### config.mk
export PLATFORM = sky130hd
export DESIGN_NAME = spm_pin_mux
export DESIGN_NICKNAME = d
export VERILOG_FILES = /design/src/inc/spm_pkg.sv /design/src/inc/spm_pad_if.sv /design/src/hw/spm_pad_sel.sv /design/src/hw/spm_pin_mux.sv
export VERILOG_INCLUDE_DIRS = /design/src /design/src/inc
export SDC_FILE = /design/constraint.sdc
export NUM_CORES = 1
export LEC_CHECK = 0
export ABC_CLOCK_PERIOD_IN_PS = 1000
export BUFFER_PORTS_ARGS = -buffer_cell sky130_fd_sc_hd__buf_2
export CAP_MARGIN = 15
export CORE_ASPECT_RATIO = 0.75
export CORE_MARGIN = 2
export CORE_UTILIZATION = 40
export DETAILED_ROUTE_END_ITERATION = 7
export PLACE_DENSITY = 0.84
export SYNTH_ARGS = -nofsm -noshare
export SYNTH_HDL_FRONTEND = slang
export SYNTH_SLANG_ARGS = --single-unit
### constraint.sdc
create_clock -name clock -period 1 [get_ports clock]
set_input_delay 0 -clock clock [delete_from_list [all_inputs] [get_ports clock]]
set_output_delay 0 -clock clock [all_outputs]
set_load 0.01 [all_outputs]
### src/inc/spm_consts.svh
`ifndef SPM_CONSTS_SVH
`define SPM_CONSTS_SVH

// pad bit positions of the general-purpose port
`define SPM_BIT_TX1 3
`define SPM_BIT_TX0 5
`define SPM_BIT_MISO 7
`define SPM_BIT_SS 8
`define SPM_BIT_SCK 9
`define SPM_BIT_MOSI 10
`define SPM_BIT_RTS 12
`define SPM_BIT_DTR 13
`define SPM_BIT_DSR 14
`define SPM_BIT_CTS 15

// pads that have a peripheral function at all
`define SPM_SHARED_MASK 16'hf7a8
// pads taken over by the boot rom loader
`define SPM_BOOT_MASK 16'h0780
// mosi, sck and select drive at reset; everything else floats
`define SPM_RST_OE 16'h0700
// select idles high, the rest low
`define SPM_RST_OUT 16'h0100
// interrupt request positions in use
`define SPM_IRQ_MASK 6'h37
`define SPM_IRQ_IDLE 6'h00

`endif

### src/inc/spm_pkg.sv
package spm_pkg;

  typedef logic [15:0] spm_pin_vec_t;
  typedef logic [5:0] spm_irq_vec_t;

  typedef struct packed {
    spm_pin_vec_t pad_out;
    spm_pin_vec_t pad_oe;
    spm_pin_vec_t pio_in;
    logic cts_b;
    logic dsr_b;
    logic miso;
    logic rom_din;
    spm_irq_vec_t irq;
    logic nmi;
  } spm_state_t;

endpackage : spm_pkg

### src/inc/spm_pad_if.sv
`timescale 1ns/100ps
interface spm_pad_if;
  import spm_pkg::*;
  spm_pin_vec_t fsel;
  spm_pin_vec_t pio_out;
  spm_pin_vec_t pio_dir;
  spm_pin_vec_t per_out;
  spm_pin_vec_t per_oe;
  spm_pin_vec_t mux_out;
  spm_pin_vec_t mux_oe;
  modport sel (input fsel, pio_out, pio_dir, per_out, per_oe, output mux_out, mux_oe);
  modport ctl (output fsel, pio_out, pio_dir, per_out, per_oe, input mux_out, mux_oe);
endinterface : spm_pad_if

### src/hw/spm_pad_sel.sv
`timescale 1ns/100ps
module spm_pad_sel (
  spm_pad_if.sel pads
);
  import spm_pkg::*;

  // per pin: peripheral value and direction, or the gpio data and direction bits
  always_comb begin
    for (int i = 0; i < 16; i++) begin
      if (pads.fsel[i]) begin
        pads.mux_out[i] = pads.per_out[i];
        pads.mux_oe[i] = pads.per_oe[i];
      end else begin
        pads.mux_out[i] = pads.pio_out[i];
        pads.mux_oe[i] = pads.pio_dir[i];
      end
    end
  end

endmodule : spm_pad_sel

### src/hw/spm_pin_mux.sv
`timescale 1ns/100ps
`include "spm_consts.svh"
module spm_pin_mux (
  input wire logic clock,
  input wire logic rst_b,
  input wire spm_pkg::spm_pin_vec_t pad_in,
  output logic [15:0] pad_out,
  output logic [15:0] pad_oe,
  input wire spm_pkg::spm_pin_vec_t pio_out,
  input wire spm_pkg::spm_pin_vec_t pio_dir,
  input wire spm_pkg::spm_pin_vec_t pio_fsel,
  output spm_pkg::spm_pin_vec_t pio_in,
  input wire logic sat_boot,
  input wire logic [1:0] uart_txd,
  input wire logic uart_dtr_b,
  input wire logic uart_rts_b,
  output logic uart_cts_b,
  output logic uart_dsr_b,
  input wire logic spi_mosi,
  input wire logic spi_sck,
  input wire logic spi_ss_b,
  output logic spi_miso,
  input wire logic rom_dout,
  input wire logic boot_rom_serial_clock,
  output logic rom_din,
  input wire logic cpu_nmi_b,
  input wire logic [5:0] cpu_int_b,
  output logic nmi_req,
  output spm_pkg::spm_irq_vec_t irq_req
);
  import spm_pkg::*;

  spm_state_t st_ff;
  spm_state_t nxt_st;
  spm_pad_if pads ();

  spm_pad_sel u_sel (
    .pads(pads.sel)
  );

  // boot overrides the per-pin select on the spi group only
  function automatic spm_pin_vec_t eff_sel(input spm_pin_vec_t fsel, input logic boot);
    eff_sel = fsel & `SPM_SHARED_MASK;
    if (boot) begin
      eff_sel = eff_sel | `SPM_BOOT_MASK;
    end
  endfunction : eff_sel

  always_comb begin
    pads.fsel = eff_sel(pio_fsel, sat_boot);
    pads.pio_out = pio_out;
    pads.pio_dir = pio_dir;
    pads.per_out = '0;
    pads.per_oe = '0;
    pads.per_out[`SPM_BIT_TX0] = uart_txd[0];
    pads.per_oe[`SPM_BIT_TX0] = 1'b1;
    pads.per_out[`SPM_BIT_TX1] = uart_txd[1];
    pads.per_oe[`SPM_BIT_TX1] = 1'b1;
    pads.per_out[`SPM_BIT_DTR] = uart_dtr_b;
    pads.per_oe[`SPM_BIT_DTR] = 1'b1;
    pads.per_out[`SPM_BIT_RTS] = uart_rts_b;
    pads.per_oe[`SPM_BIT_RTS] = 1'b1;
    pads.per_oe[`SPM_BIT_MISO] = 1'b0;
    pads.per_oe[`SPM_BIT_MOSI] = 1'b1;
    pads.per_oe[`SPM_BIT_SCK] = 1'b1;
    pads.per_oe[`SPM_BIT_SS] = 1'b1;
    if (sat_boot) begin
      pads.per_out[`SPM_BIT_MOSI] = rom_dout;
      pads.per_out[`SPM_BIT_SCK] = boot_rom_serial_clock;
      // held high so the serial device stays off the shared lines
      pads.per_out[`SPM_BIT_SS] = 1'b1;
    end else begin
      pads.per_out[`SPM_BIT_MOSI] = spi_mosi;
      pads.per_out[`SPM_BIT_SCK] = spi_sck;
      pads.per_out[`SPM_BIT_SS] = spi_ss_b;
    end
  end

  always_comb begin
    nxt_st = st_ff;
    nxt_st.pad_out = pads.mux_out;
    nxt_st.pad_oe = pads.mux_oe;
    nxt_st.pio_in = pad_in;
    // deselected modem inputs read as inactive, not as pad noise
    nxt_st.cts_b = pads.fsel[`SPM_BIT_CTS] ? pad_in[`SPM_BIT_CTS] : 1'b1;
    nxt_st.dsr_b = pads.fsel[`SPM_BIT_DSR] ? pad_in[`SPM_BIT_DSR] : 1'b1;
    nxt_st.miso = 1'b0;
    nxt_st.rom_din = 1'b0;
    if (sat_boot) begin
      nxt_st.rom_din = pad_in[`SPM_BIT_MISO];
    end else if (pads.fsel[`SPM_BIT_MISO]) begin
      nxt_st.miso = pad_in[`SPM_BIT_MISO];
    end
    nxt_st.nmi = ~cpu_nmi_b;
    nxt_st.irq = ~cpu_int_b & `SPM_IRQ_MASK;
  end

  // reset image: spi outputs drive, uart and modem pads float
  always_ff @(posedge clock or negedge rst_b) begin
    if (!rst_b) begin
      st_ff.pad_out <= `SPM_RST_OUT;
      st_ff.pad_oe <= `SPM_RST_OE;
      st_ff.pio_in <= '0;
      st_ff.cts_b <= 1'b1;
      st_ff.dsr_b <= 1'b1;
      st_ff.miso <= 1'b0;
      st_ff.rom_din <= 1'b0;
      st_ff.irq <= `SPM_IRQ_IDLE;
      st_ff.nmi <= 1'b0;
    end else begin
      st_ff <= nxt_st;
    end
  end

  assign pad_out = st_ff.pad_out;
  assign pad_oe = st_ff.pad_oe;
  assign pio_in = st_ff.pio_in;
  assign uart_cts_b = st_ff.cts_b;
  assign uart_dsr_b = st_ff.dsr_b;
  assign spi_miso = st_ff.miso;
  assign rom_din = st_ff.rom_din;
  assign nmi_req = st_ff.nmi;
  assign irq_req = st_ff.irq;

  tx_float_a: assert property (
    @(posedge clock) disable iff (!rst_b)
    (!pio_fsel[`SPM_BIT_TX0] && !pio_dir[`SPM_BIT_TX0]) |=> !pad_oe[`SPM_BIT_TX0])
    else $error("uart 0 transmit pad drives while not programmed");

  tx0_route_a: assert property (
    @(posedge clock) disable iff (!rst_b)
    pio_fsel[`SPM_BIT_TX0] |=> pad_oe[`SPM_BIT_TX0] &&
      pad_out[`SPM_BIT_TX0] == $past(uart_txd[0]))
    else $error("uart 0 transmit not on its pad");

  tx1_route_a: assert property (
    @(posedge clock) disable iff (!rst_b)
    pio_fsel[`SPM_BIT_TX1] |=> pad_oe[`SPM_BIT_TX1] &&
      pad_out[`SPM_BIT_TX1] == $past(uart_txd[1]))
    else $error("uart 1 transmit not on its pad");

  modem_route_a: assert property (
    @(posedge clock) disable iff (!rst_b)
    (pio_fsel[`SPM_BIT_RTS] && pio_fsel[`SPM_BIT_CTS]) |=>
      pad_out[`SPM_BIT_RTS] == $past(uart_rts_b) &&
      uart_cts_b == $past(pad_in[`SPM_BIT_CTS]))
    else $error("modem control pads misrouted");

  mosi_boot_a: assert property (
    @(posedge clock) disable iff (!rst_b)
    sat_boot |=> pad_oe[`SPM_BIT_MOSI] && pad_out[`SPM_BIT_MOSI] == $past(rom_dout))
    else $error("rom data out missing on mosi pad");

  miso_boot_a: assert property (
    @(posedge clock) disable iff (!rst_b)
    sat_boot ##1 sat_boot |=> !pad_oe[`SPM_BIT_MISO] && !spi_miso &&
      rom_din == $past(pad_in[`SPM_BIT_MISO]))
    else $error("rom data in not taken from miso pad");

  sck_drive_a: assert property (
    @(posedge clock) disable iff (!rst_b)
    (sat_boot || pio_fsel[`SPM_BIT_SCK]) |=> pad_oe[`SPM_BIT_SCK] &&
      pad_out[`SPM_BIT_SCK] == ($past(sat_boot) ? $past(boot_rom_serial_clock) :
        $past(spi_sck)))
    else $error("serial clock pad not driven by selected source");

  ss_boot_a: assert property (
    @(posedge clock) disable iff (!rst_b)
    sat_boot |=> pad_oe[`SPM_BIT_SS] && pad_out[`SPM_BIT_SS])
    else $error("serial device selected during rom boot");

  nmi_level_a: assert property (
    @(posedge clock) disable iff (!rst_b)
    !cpu_nmi_b ##1 !cpu_nmi_b |=> nmi_req && $past(nmi_req))
    else $error("low nmi input not seen as request");

  irq_level_a: assert property (
    @(posedge clock) disable iff (!rst_b)
    ##1 irq_req == (~$past(cpu_int_b) & `SPM_IRQ_MASK))
    else $error("interrupt request not the inverted input");

  gpio_dir_a: assert property (
    @(posedge clock) disable iff (!rst_b)
    !sat_boot && !pio_fsel[`SPM_BIT_SS] |=> pad_oe[`SPM_BIT_SS] == $past(pio_dir[`SPM_BIT_SS])
      && pad_oe[0] == $past(pio_dir[0]))
    else $error("gpio direction bit not applied");

  gpio_data_a: assert property (
    @(posedge clock) disable iff (!rst_b)
    !pio_fsel[`SPM_BIT_DTR] |=> pad_out[`SPM_BIT_DTR] == $past(pio_out[`SPM_BIT_DTR])
      && pio_in == $past(pad_in))
    else $error("gpio data not on pad when peripheral off");

  tx1_float_a: assert property (
    @(posedge clock) disable iff (!rst_b)
    (!pio_fsel[`SPM_BIT_TX1] && !pio_dir[`SPM_BIT_TX1]) |=> !pad_oe[`SPM_BIT_TX1])
    else $error("uart 1 transmit pad drives while not programmed");

  modem_out_a: assert property (
    @(posedge clock) disable iff (!rst_b)
    (pio_fsel[`SPM_BIT_DTR] && pio_fsel[`SPM_BIT_DSR]) |=> pad_oe[`SPM_BIT_DTR] &&
      pad_out[`SPM_BIT_DTR] == $past(uart_dtr_b) && !pad_oe[`SPM_BIT_DSR] &&
      uart_dsr_b == $past(pad_in[`SPM_BIT_DSR]))
    else $error("dtr or dsr pad misrouted");

  modem_idle_a: assert property (
    @(posedge clock) disable iff (!rst_b)
    !pio_fsel[`SPM_BIT_CTS] |=> uart_cts_b)
    else $error("deselected clear-to-send not idle");

  mosi_spi_a: assert property (
    @(posedge clock) disable iff (!rst_b)
    (!sat_boot && pio_fsel[`SPM_BIT_MOSI]) |=> pad_oe[`SPM_BIT_MOSI] &&
      pad_out[`SPM_BIT_MOSI] == $past(spi_mosi))
    else $error("spi data out missing on mosi pad");

  miso_spi_a: assert property (
    @(posedge clock) disable iff (!rst_b)
    (!sat_boot && pio_fsel[`SPM_BIT_MISO]) |=> !pad_oe[`SPM_BIT_MISO] && !rom_din &&
      spi_miso == $past(pad_in[`SPM_BIT_MISO]))
    else $error("spi data in not taken from miso pad");

  ss_spi_a: assert property (
    @(posedge clock) disable iff (!rst_b)
    (!sat_boot && pio_fsel[`SPM_BIT_SS]) |=> pad_oe[`SPM_BIT_SS] &&
      pad_out[`SPM_BIT_SS] == $past(spi_ss_b))
    else $error("serial select pad not driven by spi engine");

endmodule : spm_pin_mux

==> metrics, run 1 <==
RSZ-0062 raised after global routing=no; largest net degree at the start of global routing=39; Pins Over Slew Limit=0; initial antenna violation count=0; PwrDens=1577 nW/um^2; setup TNS=0 ps; Synth Area in Simple Gates=7.434%; clk root buf=clkbuf_8; DP HPWL=3.022 mm; top-level port count=142; Via density=4.364; largest stage delay on the critical path=540 ps; CTS tree=yes; largest family of logic cells by synthesized area=simple AND/OR/NAND/NOR gates; number of DRC markers in iteration 0=56; vias post-DR=approximately 1600; pre-CTS setup slack=approximately 260 ps; Buf/Inv on CP=1; first-pass GRT wire length=9.466 mm; synth top area cells=dfrtp_1 76%, dfstp_2 9.2%, mux2_2 2.6%; worst setup margin=a little under 40 ps; Remaining Overflow, GRT=0; synthesis warning total=0; xor/xnor share of the synthesized area=0%; flops & latches, synth=58; crit path kind=reg -> out; H-tree depth=3; Port-buffer cells=133; FMAX=1040 MHz; WP data arrival=approximately 960 ps; synthesized cell area=1717 sq um; leakage dissipation=1.751 nW; Post-Syn Instances=97; Final min period=961.3 ps; clk slew on worst S/H paths=roughly 70 ps; unique cell type count in the Yosys netlist=19; number of CTS-inserted buffers=9; final setup violation count=0; status=finished clean; drt total wl=6.210 mm; post-synth top area cell=dfrtp_1; site row count=20; Max Root-Sink Buffers=2; Final ANT Viol Nets=0; multiplexer area fraction after synthesis=3.790%; final hold violations=0; Req. time, crit path=1000 ps; VDD IR max=1.048 mV; DR WL/cell=16.52 microns; share of layout cells above drive strength 1=between 50% and 60%; sequential-to-total area share from yosys stat=84.99%; GRT Total Usage=28.09%; max-cap viol count=0; vias in the first global route=1825; Tcrit/Tclk final=96.13%; Synth Area per Inst=17.70 sq um; Initial Util=42.09%; post-synthesis compound-gate area fraction=between 1 and 1.5%; Synth top area share=75.80%; CP Max Fanout=1; Hold WC Path Type=in -> async; crit start category=flip-flop; post-synthesis adder-cell area fraction=0%; Die Ht=60.74 microns; total iterations of the first detailed-routing run=4; Core Area=4079 sq um; net count reported at finish=399; # DRC=0; Area Overhead vs Synth=100.6%; CP Capture Type=output port; Worst path slowest cell=dfstp_2; Mapped Nets=180; Die X=79.65 microns; Layout Utilization=a little over four fifths; die area=a little under 5000 sq um; CTS sink cnt=58; CP top delay family=flip-flops; gpl congestion=around 0.66; worst path cell trace=buf_6; Diodes inserted=0
Yosys cell counts:
cell type  instances
dfrtp_1           52
buf_4              1
a211o_2            1
mux2i_1            2
mux2_2             4
o21ai_0            2
nor3b_1            2
or3_1              1
nand2_1            3
dfstp_2            6
or3_2              2
conb_1             1
and2_2             1
inv_1              6
buf_6              1
nor2b_1            5
or2_2              4
nor2_1             1
nand2b_1           2
metrics by stage:
| stage | cells | power [mW] | hold slack (ps) | area [sq um] |
|---|---|---|---|---|
| 6_report | 376 | 5.431 | 220.4 | 3443 |
| 5_1_grt | 376 | 5.694 | 226.5 | 3443 |
| 4_1_cts | 376 | 5.411 | 187.5 | 3416 |
| 3_5_place_dp | 285 | 3.025 | -6.260 | 2460 |
| 3_3_place_gp | 285 | 3.009 | -10.09 | 2460 |
| 2_1_floorplan | 97 | 2.690 | -295.6 | 1717 |
cells in the final DEF, fill, tap and decap left out, drive strengths merged:
cell,instances
or2,4
inv,6
buf,135
clkinv,1
clkinvlp,2
nor2b,5
dfrtp,52
nand2,3
nand2b,2
dlygate4sd3,75
clkbuf,12
and2,1
o21ai,2
dfstp,6
nor3b,2
bufinv,1
mux2i,2
nor2,1
conb,1
mux2,4
or3,3
a211o,1
metal layers:
layer | vias up | global-route usage [%] | share of wire [%]
met3 | 16 | 11.46 | 9.0
met5 | - | 0 | 0
met4 | 0 | 11.82 | 2.6
met2 | 88 | 51.74 | 54
li1 | 738 | - | -
met1 | 799 | 28.97 | 34
power breakdown:
part / internal, mW / switching [mW] / total, mW
sequential: 2.48 / 0.0388 / 2.52
combinational: 0.439 / 0.306 / 0.744
clock: 1.28 / 0.886 / 2.17
total: 4.20 / 1.23 / 5.43
timing repair:
item,CTS,global route
endpoints found under the hold margin,116,0
buffers inserted,0,0
gates resized for setup,0,5
hold buffers,75,0
endpoints found under the setup margin,0,5
registers in the layout, summed over array words and instances (netlist names):
name and flops:
irq_req 5, pad_oe 16, uart_cts_b 1, spi_miso 1, rom_din 1, pio_in 16
uart_dsr_b 1, pad_out 16, nmi_req 1
how the worst max path moves through the flow:
stage | start | to | depth (start not counted)
floorplan | sat_boot | pad_oe[8]$_DFF_PN1_ | 1
global placement | sat_boot | pad_oe[9]$_DFF_PN1_ | 2
detailed placement | sat_boot | pad_oe[8]$_DFF_PN1_ | 2
CTS | pad_oe[9]$_DFF_PN1_ | pad_oe[9] | 1
global route | pad_oe[10]$_DFF_PN1_ | pad_oe[10] | 1
finish | uart_cts_b$_DFF_PN1_ | uart_cts_b | 1
final cells by class:
class | count | area, sq um
clock inverter | 4 | 50.05
tap | 55 | 68.82
inverter | 6 | 22.52
timing repair buffer | 210 | 1471
clock buffer | 12 | 155.1
multi-input combinational | 31 | 216.5
fill | 194 | 635.6
sequential | 58 | 1459
kinds of logic (layout without fill, tap and decap cells):
group / count (synthesis) / after routing
buffers and inverters: 8 / 232
AND/OR/NAND/NOR: 21 / 21
flip-flops: 58 / 58
multiplexers: 6 / 6
other: 1 / 1
AO/OA/AOI/OAI: 3 / 3
No activity file was read; power rests on OpenSTA's default activity.
==> run 2: changes to the inputs <==
Settings changed: RECOVER_POWER set to 25.
==> run 2 against run 1 <==
Effect of this change:
- die area is the same
- cell area is 0.40% lower
- core utilization shrank 0.34 points
- flip-flop and latch count stayed put
- wire length about the same
- critical path depth stayed put
- largest power group unchanged
- largest cell class is now registers
==> metrics, run 2 (synthesis gave the netlist of run 1 again) <==
status=finished clean; Die X=79.65 microns (unchanged); sequential share of power=46.4% (about the same); H-tree depth=3 (unchanged); CP Capture Type=output port; Via density=4.378 (+0.30%); Final min period=961.7 ps (+0.4782 ps); clock power share=40.0% (about the same); largest stage delay on the critical path=540 ps (about the same); Worst path slowest cell=dfstp_2; combinational power share=13.6% (about the same); Final ANT Viol Nets=0 (unchanged); FMAX=1040 MHz (about the same); Port-buffer cells=133 (unchanged); leakage dissipation=1.744 nW (-0.43%); drt total wl=6.214 mm (about the same); clk slew on worst S/H paths=70 ps (about the same); Switching Fraction=22.71% (+0.039 points); number of CTS-inserted buffers=9 (unchanged); first-pass GRT wire length=9.466 mm (unchanged); top-level port count=142 (unchanged); VDD IR max=1.048 mV (unchanged); crit path kind=reg -> out; # DRC=0 (unchanged); PwrDens=1582 nW/um^2 (+0.30%); Area Overhead vs Synth=99.78%; Fill cells=197 (+1.5%); gpl congestion=0.6590 (unchanged); Critical Path End=uart_cts_b; Pint=4.193 mW (-0.15%); worst path cell trace=buf_6; final setup violation count=0 (unchanged); commonest non-fill, non-tap cell in the layout=buf_2; most frequent cells in the layout=127 x buf_2, 75 x dlygate4sd3_1, 52 x dfrtp_1, 11 x clkbuf_8; die area=4837 sq um (unchanged); post-CTS setup buffers=0 (unchanged); clk root buf=clkbuf_8; site row count=20 (unchanged); net count reported at finish=399 (unchanged); crit start category=flip-flop; Tcrit/Tclk final=96.17% (about the same); Buf/Inv on CP=1 (unchanged); Max Root-Sink Buffers=2 (unchanged); biggest regs=pad_oe x16, pad_out x16, pio_in x16; Core Area=4079 sq um (unchanged); total iterations of the first detailed-routing run=4 (unchanged); Hold WC Path Type=in -> async; Diodes inserted=0 (unchanged); CP Launch Point=uart_cts_b$_DFF_PN1_; DP HPWL=3.022 mm (unchanged); Req. time, crit path=1000 ps (about the same); Stages on worst setup path=1 (unchanged); GRT Total Usage=28.09% (unchanged); largest net degree at the start of global routing=39 (unchanged); Initial Util=42.09% (unchanged); Pins Over Slew Limit=0 (unchanged); vias post-DR=1646 (+0.30%); switching pwr=1.232 mW (about the same); initial antenna violation count=0 (unchanged); vias in the first global route=1825 (unchanged); DR WL/cell=16.53 microns (about the same); number of DRC markers in iteration 0=55 (-1.8%); Layout Utilization=84.08% (-0.34 points); max-cap viol count=0 (unchanged); CTS tree=yes; Remaining Overflow, GRT=0 (unchanged); WP data arrival=960 ps (about the same); final hold violations=0 (unchanged); RSZ-0062 raised after global routing=no; setup TNS=0 ps (unchanged); CP top delay family=flip-flops; CP Max Fanout=1 (unchanged); share of layout cells above drive strength 1=52.02% (-0.31 points); CTS sink cnt=58 (unchanged); Die Ht=60.74 microns (unchanged)
-- run 2: worst min path at each step --
stage,to,slack [ps],startpoint,depth (start not counted)
2_1_floorplan,irq_req[0]$_DFF_PN0_,-300,rst_b,0
3_3_place_gp,pio_in[2]$_DFF_PN0_,-10,rst_b,2
3_5_place_dp,pad_out[13]$_DFF_PN0_,-6,rst_b,2
4_1_cts,pad_out[13]$_DFF_PN0_,190,rst_b,3
5_1_grt,pad_out[3]$_DFF_PN0_,300,rst_b,3
6_report,pio_in[5]$_DFF_PN0_,280,rst_b,3
-- run 2: through the flow --
stage,instance area [sq um],std cells,hold slack [ps],total power [mW],worst slack [ps]
after detailed placement,2460,285,-6.260,3.025,260.9
after global placement,2460,285,-10.09,3.009,266.2
after global routing,3430,376,297.4,5.687,5.342
after floorplan,1717,97,-295.6,2.690,459.7
final,3430,376,278.5,5.425,38.25
after CTS,3416,376,187.5,5.411,18.90
-- run 2: final cells by class --
cell class | count | area [sq um] | share of cell area [%]
Sequential cell | 58 | 1459 | 42.54
Inverter | 6 | 22.52 | 0.6567
Tap cell | 55 | 68.82 | 2.007
Timing Repair Buffer | 210 | 1458 | 42.50
Clock buffer | 12 | 155.1 | 4.524
Clock inverter | 4 | 50.05 | 1.459
Multi-Input combinational cell | 31 | 216.5 | 6.312
-- run 2: routing by layer --
metal / track usage (%) / part of all wire (%) / wire length [microns] / vias to the layer above
met4: 11.82 / 2.5 / 158 / 0
met5: 0 / 0 / 0 / -
met2: 51.74 / 54 / 3371 / 95
li1: - / - / - / 738
met3: 11.46 / 9.2 / 574 / 16
met1: 28.97 / 34 / 2109 / 797
-- run 2: power groups by stage --
| stage | Clock [mW] | Sequential [mW] | Combinational (mW) |
|---|---|---|---|
| global placement | 0 | 2.54 | 0.465 |
| floorplan | 0 | 2.62 | 0.0670 |
| detailed placement | 0 | 2.55 | 0.477 |
| CTS | 2.20 | 2.51 | 0.707 |
| finish | 2.17 | 2.52 | 0.737 |
| global route | 2.36 | 2.53 | 0.796 |
-- run 2: repair_timing --
action / in CTS / in global routing
endpoints found under the setup margin: 0 / 5
hold buffers: 75 / 0
hold endpoints to repair: 116 / 0
resized for setup: 0 / 5
==> run 3: changes to the inputs <==
Settings changed: ABC_AREA set to 1, BUFFER_PORTS_ARGS -buffer_cell sky130_fd_sc_hd__buf_2 to unset, CORE_UTILIZATION 40 to 60, DONT_BUFFER_PORTS set to 1, PLACE_DENSITY 0.84 to 0.77, SYNTH_HIERARCHICAL set to 1.
==> run 3 against run 2 <==
Effect of this change:
- the flow now stops in clock tree synthesis (4_1_cts)
- area after synthesis rose by 17%
- synthesized cell count rose by 110%
==> metrics, run 3 <==
Post-synth EDFFs=0 (unchanged); number of CTS-inserted buffers=9 (unchanged); Die X=70.80 microns (-11%); Die Ht=54.10 microns (-11%); Post-synth top flop=dfrtp_1; site row count=18 (-10%); hold_buf cts=89 (+19%); unique cell type count in the Yosys netlist=9 (-10); Post-Syn Instances=200 (+110%); DP HPWL=2.680 mm (-11%); Log Error=[ERROR DPL-0038] Utilization greater than 100%, impossible to legalize; synthesized cell area=2008 sq um (+17%); H-tree depth=3 (unchanged); gpl congestion=0.6578 (-0.18%); status=stopped before the end; Failed at=clock tree synthesis (4_1_cts); synth top area cells=dfrtp_1 65%, nand2_1 20%, dfstp_2 7.9%; Cells after DPL=281 (-1.4%); clk root buf=clkbuf_8; sequential-to-total area share from yosys stat=72.65% (-12 points); top-count cell post-synth=nand2_1; top-level port count=142 (unchanged); top post-synthesis cells by count=106 x nand2_1, 52 x dfrtp_1, 26 x inv_1, 6 x dfstp_2, 5 x or2_1; pre-CTS setup slack=462.8 ps (+201.9 ps); Max Root-Sink Buffers=2 (unchanged); CTS sink cnt=58 (unchanged); post-synth top area cell=dfrtp_1; Synth Area per Inst=10.04 sq um (-43%); Port-buffer cells=0 (-100%); Post-CTS Resized=0 (unchanged); Initial Util=61.92% (+20 points); flops & latches, synth=58 (unchanged); Synth top area share=64.80% (-11 points); synthesis warning total=6 (+6); Post-synth ARST share=100.0% (unchanged); post-CTS setup buffers=0 (unchanged)
==> run 3: cell types whose count changed after synthesis, sizes merged, moves of 2 or more <==
cell	delta
nor3b	-2
or3	-3
mux2i	-2
nand2b	-2
o21ai	-2
nand2	+103
nor2b	-5
inv	+21
mux2	-4
==> run 3: kinds of logic after synthesis <==
kind of cell	after synthesis	share of synthesized area, %
other	2	0.3740
buffers and inverters	28	5.420
AND/OR/NAND/NOR	112	21.56
flip-flops	58	72.65
==> run 3: metrics by stage <==
| step | hold slack, ps | instance area [sq um] |
|---|---|---|
| 2_1_floorplan | -295.6 | 2166 |
| 3_3_place_gp | -294.6 | 2208 |
| 3_5_place_dp | -294.5 | 2208 |
==> run 4: changes to the inputs <==
Settings changed: CORE_ASPECT_RATIO 0.75 to unset, CORE_UTILIZATION 60 to 40, PLACE_DENSITY 0.77 to unset, PLACE_DENSITY_LB_ADDON set to 0.15.
==> run 4 against run 3 <==
Effect of this change:
- synthesized cell count is the same
- the flow now finishes, with violations (negative hold slack)
- area after synthesis unchanged
==> metrics, run 4 <==
top-level port count=142 (unchanged); vias post-DR=1654; CTS sink cnt=58 (unchanged); # DRC=0; Post-synth top flop=dfrtp_1; setup TNS=0 ps; commonest non-fill, non-tap cell in the layout=nand2_1; Design Power=5.018 mW; largest stage delay on the critical path=between 500 and 600 ps; failing checks=negative hold slack; Final ANT Viol Nets=0; Req. time, crit path=about 1300 ps; Tcrit/Tclk final=97.08%; max-cap viol count=0; Core Area=4786 sq um; Die Ht=74.86 microns (+38%); post-synth top area cell=dfrtp_1; status=complete, but fails checks; Final min period=970.8 ps; H-tree depth=3 (unchanged); Post-synth EDFFs=0 (unchanged); site row count=25 (+7); DR WL/cell=13.27 microns; share of layout cells above drive strength 1=6.414%; Post-Syn Instances=200 (unchanged); net count reported at finish=between 400 and 500; Synth top area share=64.80% (unchanged); WP data arrival=1240 ps; synthesized cell area=2008 sq um (unchanged); crit path kind=in -> reg; final instance area=3287 sq um; Max Root-Sink Buffers=2 (unchanged); CP Capture Type=flip-flop; Pins Over Slew Limit=0; unique cell type count in the Yosys netlist=9 (unchanged); clk slew on worst S/H paths=~70 ps; Fill cells=344; vias in the first global route=roughly 1800; total iterations of the first detailed-routing run=4; Synth Area per Inst=10.04 sq um (unchanged); initial antenna violation count=0; GRT Total Usage=20.71%; most frequent cells in the layout=105 x nand2_1, 83 x dlygate4sd3_1, 52 x dfrtp_1, 44 x conb_1, 26 x inv_1; number of DRC markers in iteration 0=32; PwrDens=between 1500 and 2000 nW/um^2; met3 wire length=638 microns; CP top delay family=buffers and inverters; biggest regs=pad_oe x16, pad_out x16, pio_in x16; Via density=4.034; Layout Utilization=68.68%; drt total wl=about 5.4 mm; Remaining Overflow, GRT=0; CP Launch Point=pio_dir[10]; Port-buffer cells=0 (unchanged); largest net degree at the start of global routing=59; final hold violations=62; FF/Latch Area=around 1500 sq um; crit start category=input pin; gpl congestion=0.6855 (+4.2%); CTS tree=yes; leakage dissipation=1.703 nW; number of CTS-inserted buffers=9 (unchanged); synthesis warning total=6 (unchanged); dpl cell area=2242 sq um (+1.5%); flops & latches, synth=58 (unchanged); clk root buf=clkbuf_8; Area Overhead vs Synth=63.68%; synth top area cells=dfrtp_1 65%, nand2_1 20%, dfstp_2 7.9%; Diodes inserted=0; post-CTS setup buffers=0 (unchanged); top-count cell post-synth=nand2_1; Worst path slowest cell=dlygate4sd3_1; Hold WC Path Type=in -> async; final setup violation count=0; Buf/Inv on CP=2; RSZ-0062 raised after global routing=no; Post-synth ARST share=100.0% (unchanged); CP Max Fanout=1; DP HPWL=2.720 mm (+1.5%); Initial Util=41.96% (-20 points); final hold slack=-645.6 ps; top post-synthesis cells by count=106 x nand2_1, 52 x dfrtp_1, 26 x inv_1, 6 x dfstp_2, 5 x or2_1; Multi-input gate area=600.6 sq um; Top Metal Used=met4; routed wl met2=2.828 mm; Critical Path End=pad_oe[10]$_DFF_PN1_; VDD IR max=~0.83 mV; sequential-to-total area share from yosys stat=72.65% (unchanged); worst path cell trace=dlygate4sd3_1 > nand2_1 > dlygate4sd3_1 > nand2_1; Die X=74.86 microns (+5.7%); die area=5603 sq um; FMAX=between 1000 and 1500 MHz; Stages on worst setup path=4; wire length on met1=1.843 mm; first-pass GRT wire length=8.211 mm
## run 4: cell counts after synthesis
No cell type changed its count.
## run 4: cell families (layout without fill, tap and decap cells)
group	after synthesis	after routing	synth area share, %
other	2	44	0.3740
flip-flops	58	58	72.65
buffers and inverters	28	129	5.420
AND/OR/NAND/NOR	112	112	21.56
## run 4: area by class of cell
type,count,area share (%)
clock buffers,13,4.834
clock inverters,3,0.4568
inverters,27,3.083
multi-input cells,156,18.27
flip-flops and latches,58,44.39
well taps,67,2.550
repair buffers,86,26.42
## run 4: repair_timing
action	in CTS	in global routing
endpoints found under the setup margin	0	12
resized for setup	0	4
hold endpoints to repair	116	66
hold buffers	91	5
## run 4: how the worst min path moves through the flow
stage,cells past startpoint,to,slack (ps)
detailed placement,0,pad_oe[12]$_DFF_PN0_,-290
global placement,0,pad_oe[12]$_DFF_PN0_,-290
finish,0,pad_oe[3]$_DFF_PN0_,-650
CTS,0,pad_out[13]$_DFF_PN0_,-660
global route,0,pad_oe[12]$_DFF_PN0_,-670
floorplan,0,irq_req[0]$_DFF_PN0_,-300
## run 4: report_power, final
part,internal [mW],total [mW],switching [mW]
Clock,1.02,1.87,0.849
Combinational,0.290,0.479,0.188
Sequential,2.52,2.67,0.151
## run 4: metrics by stage
stage,worst slack [ps],hold slack (ps),instances
after global placement,467.3,-294.5,308
after floorplan,480.4,-295.6,242
after global routing,6.379,-665.4,410
final,29.21,-645.6,410
after detailed placement,460.7,-294.5,308
after CTS,29.83,-661.1,415
## run 4: per-layer routing
metal / global-route usage [%] / up-vias
met2: 36.35 / 95
li1: - / 809
met1: 19.65 / 734
met3: 9.639 / 16
met5: 0 / -
met4: 12.10 / 0
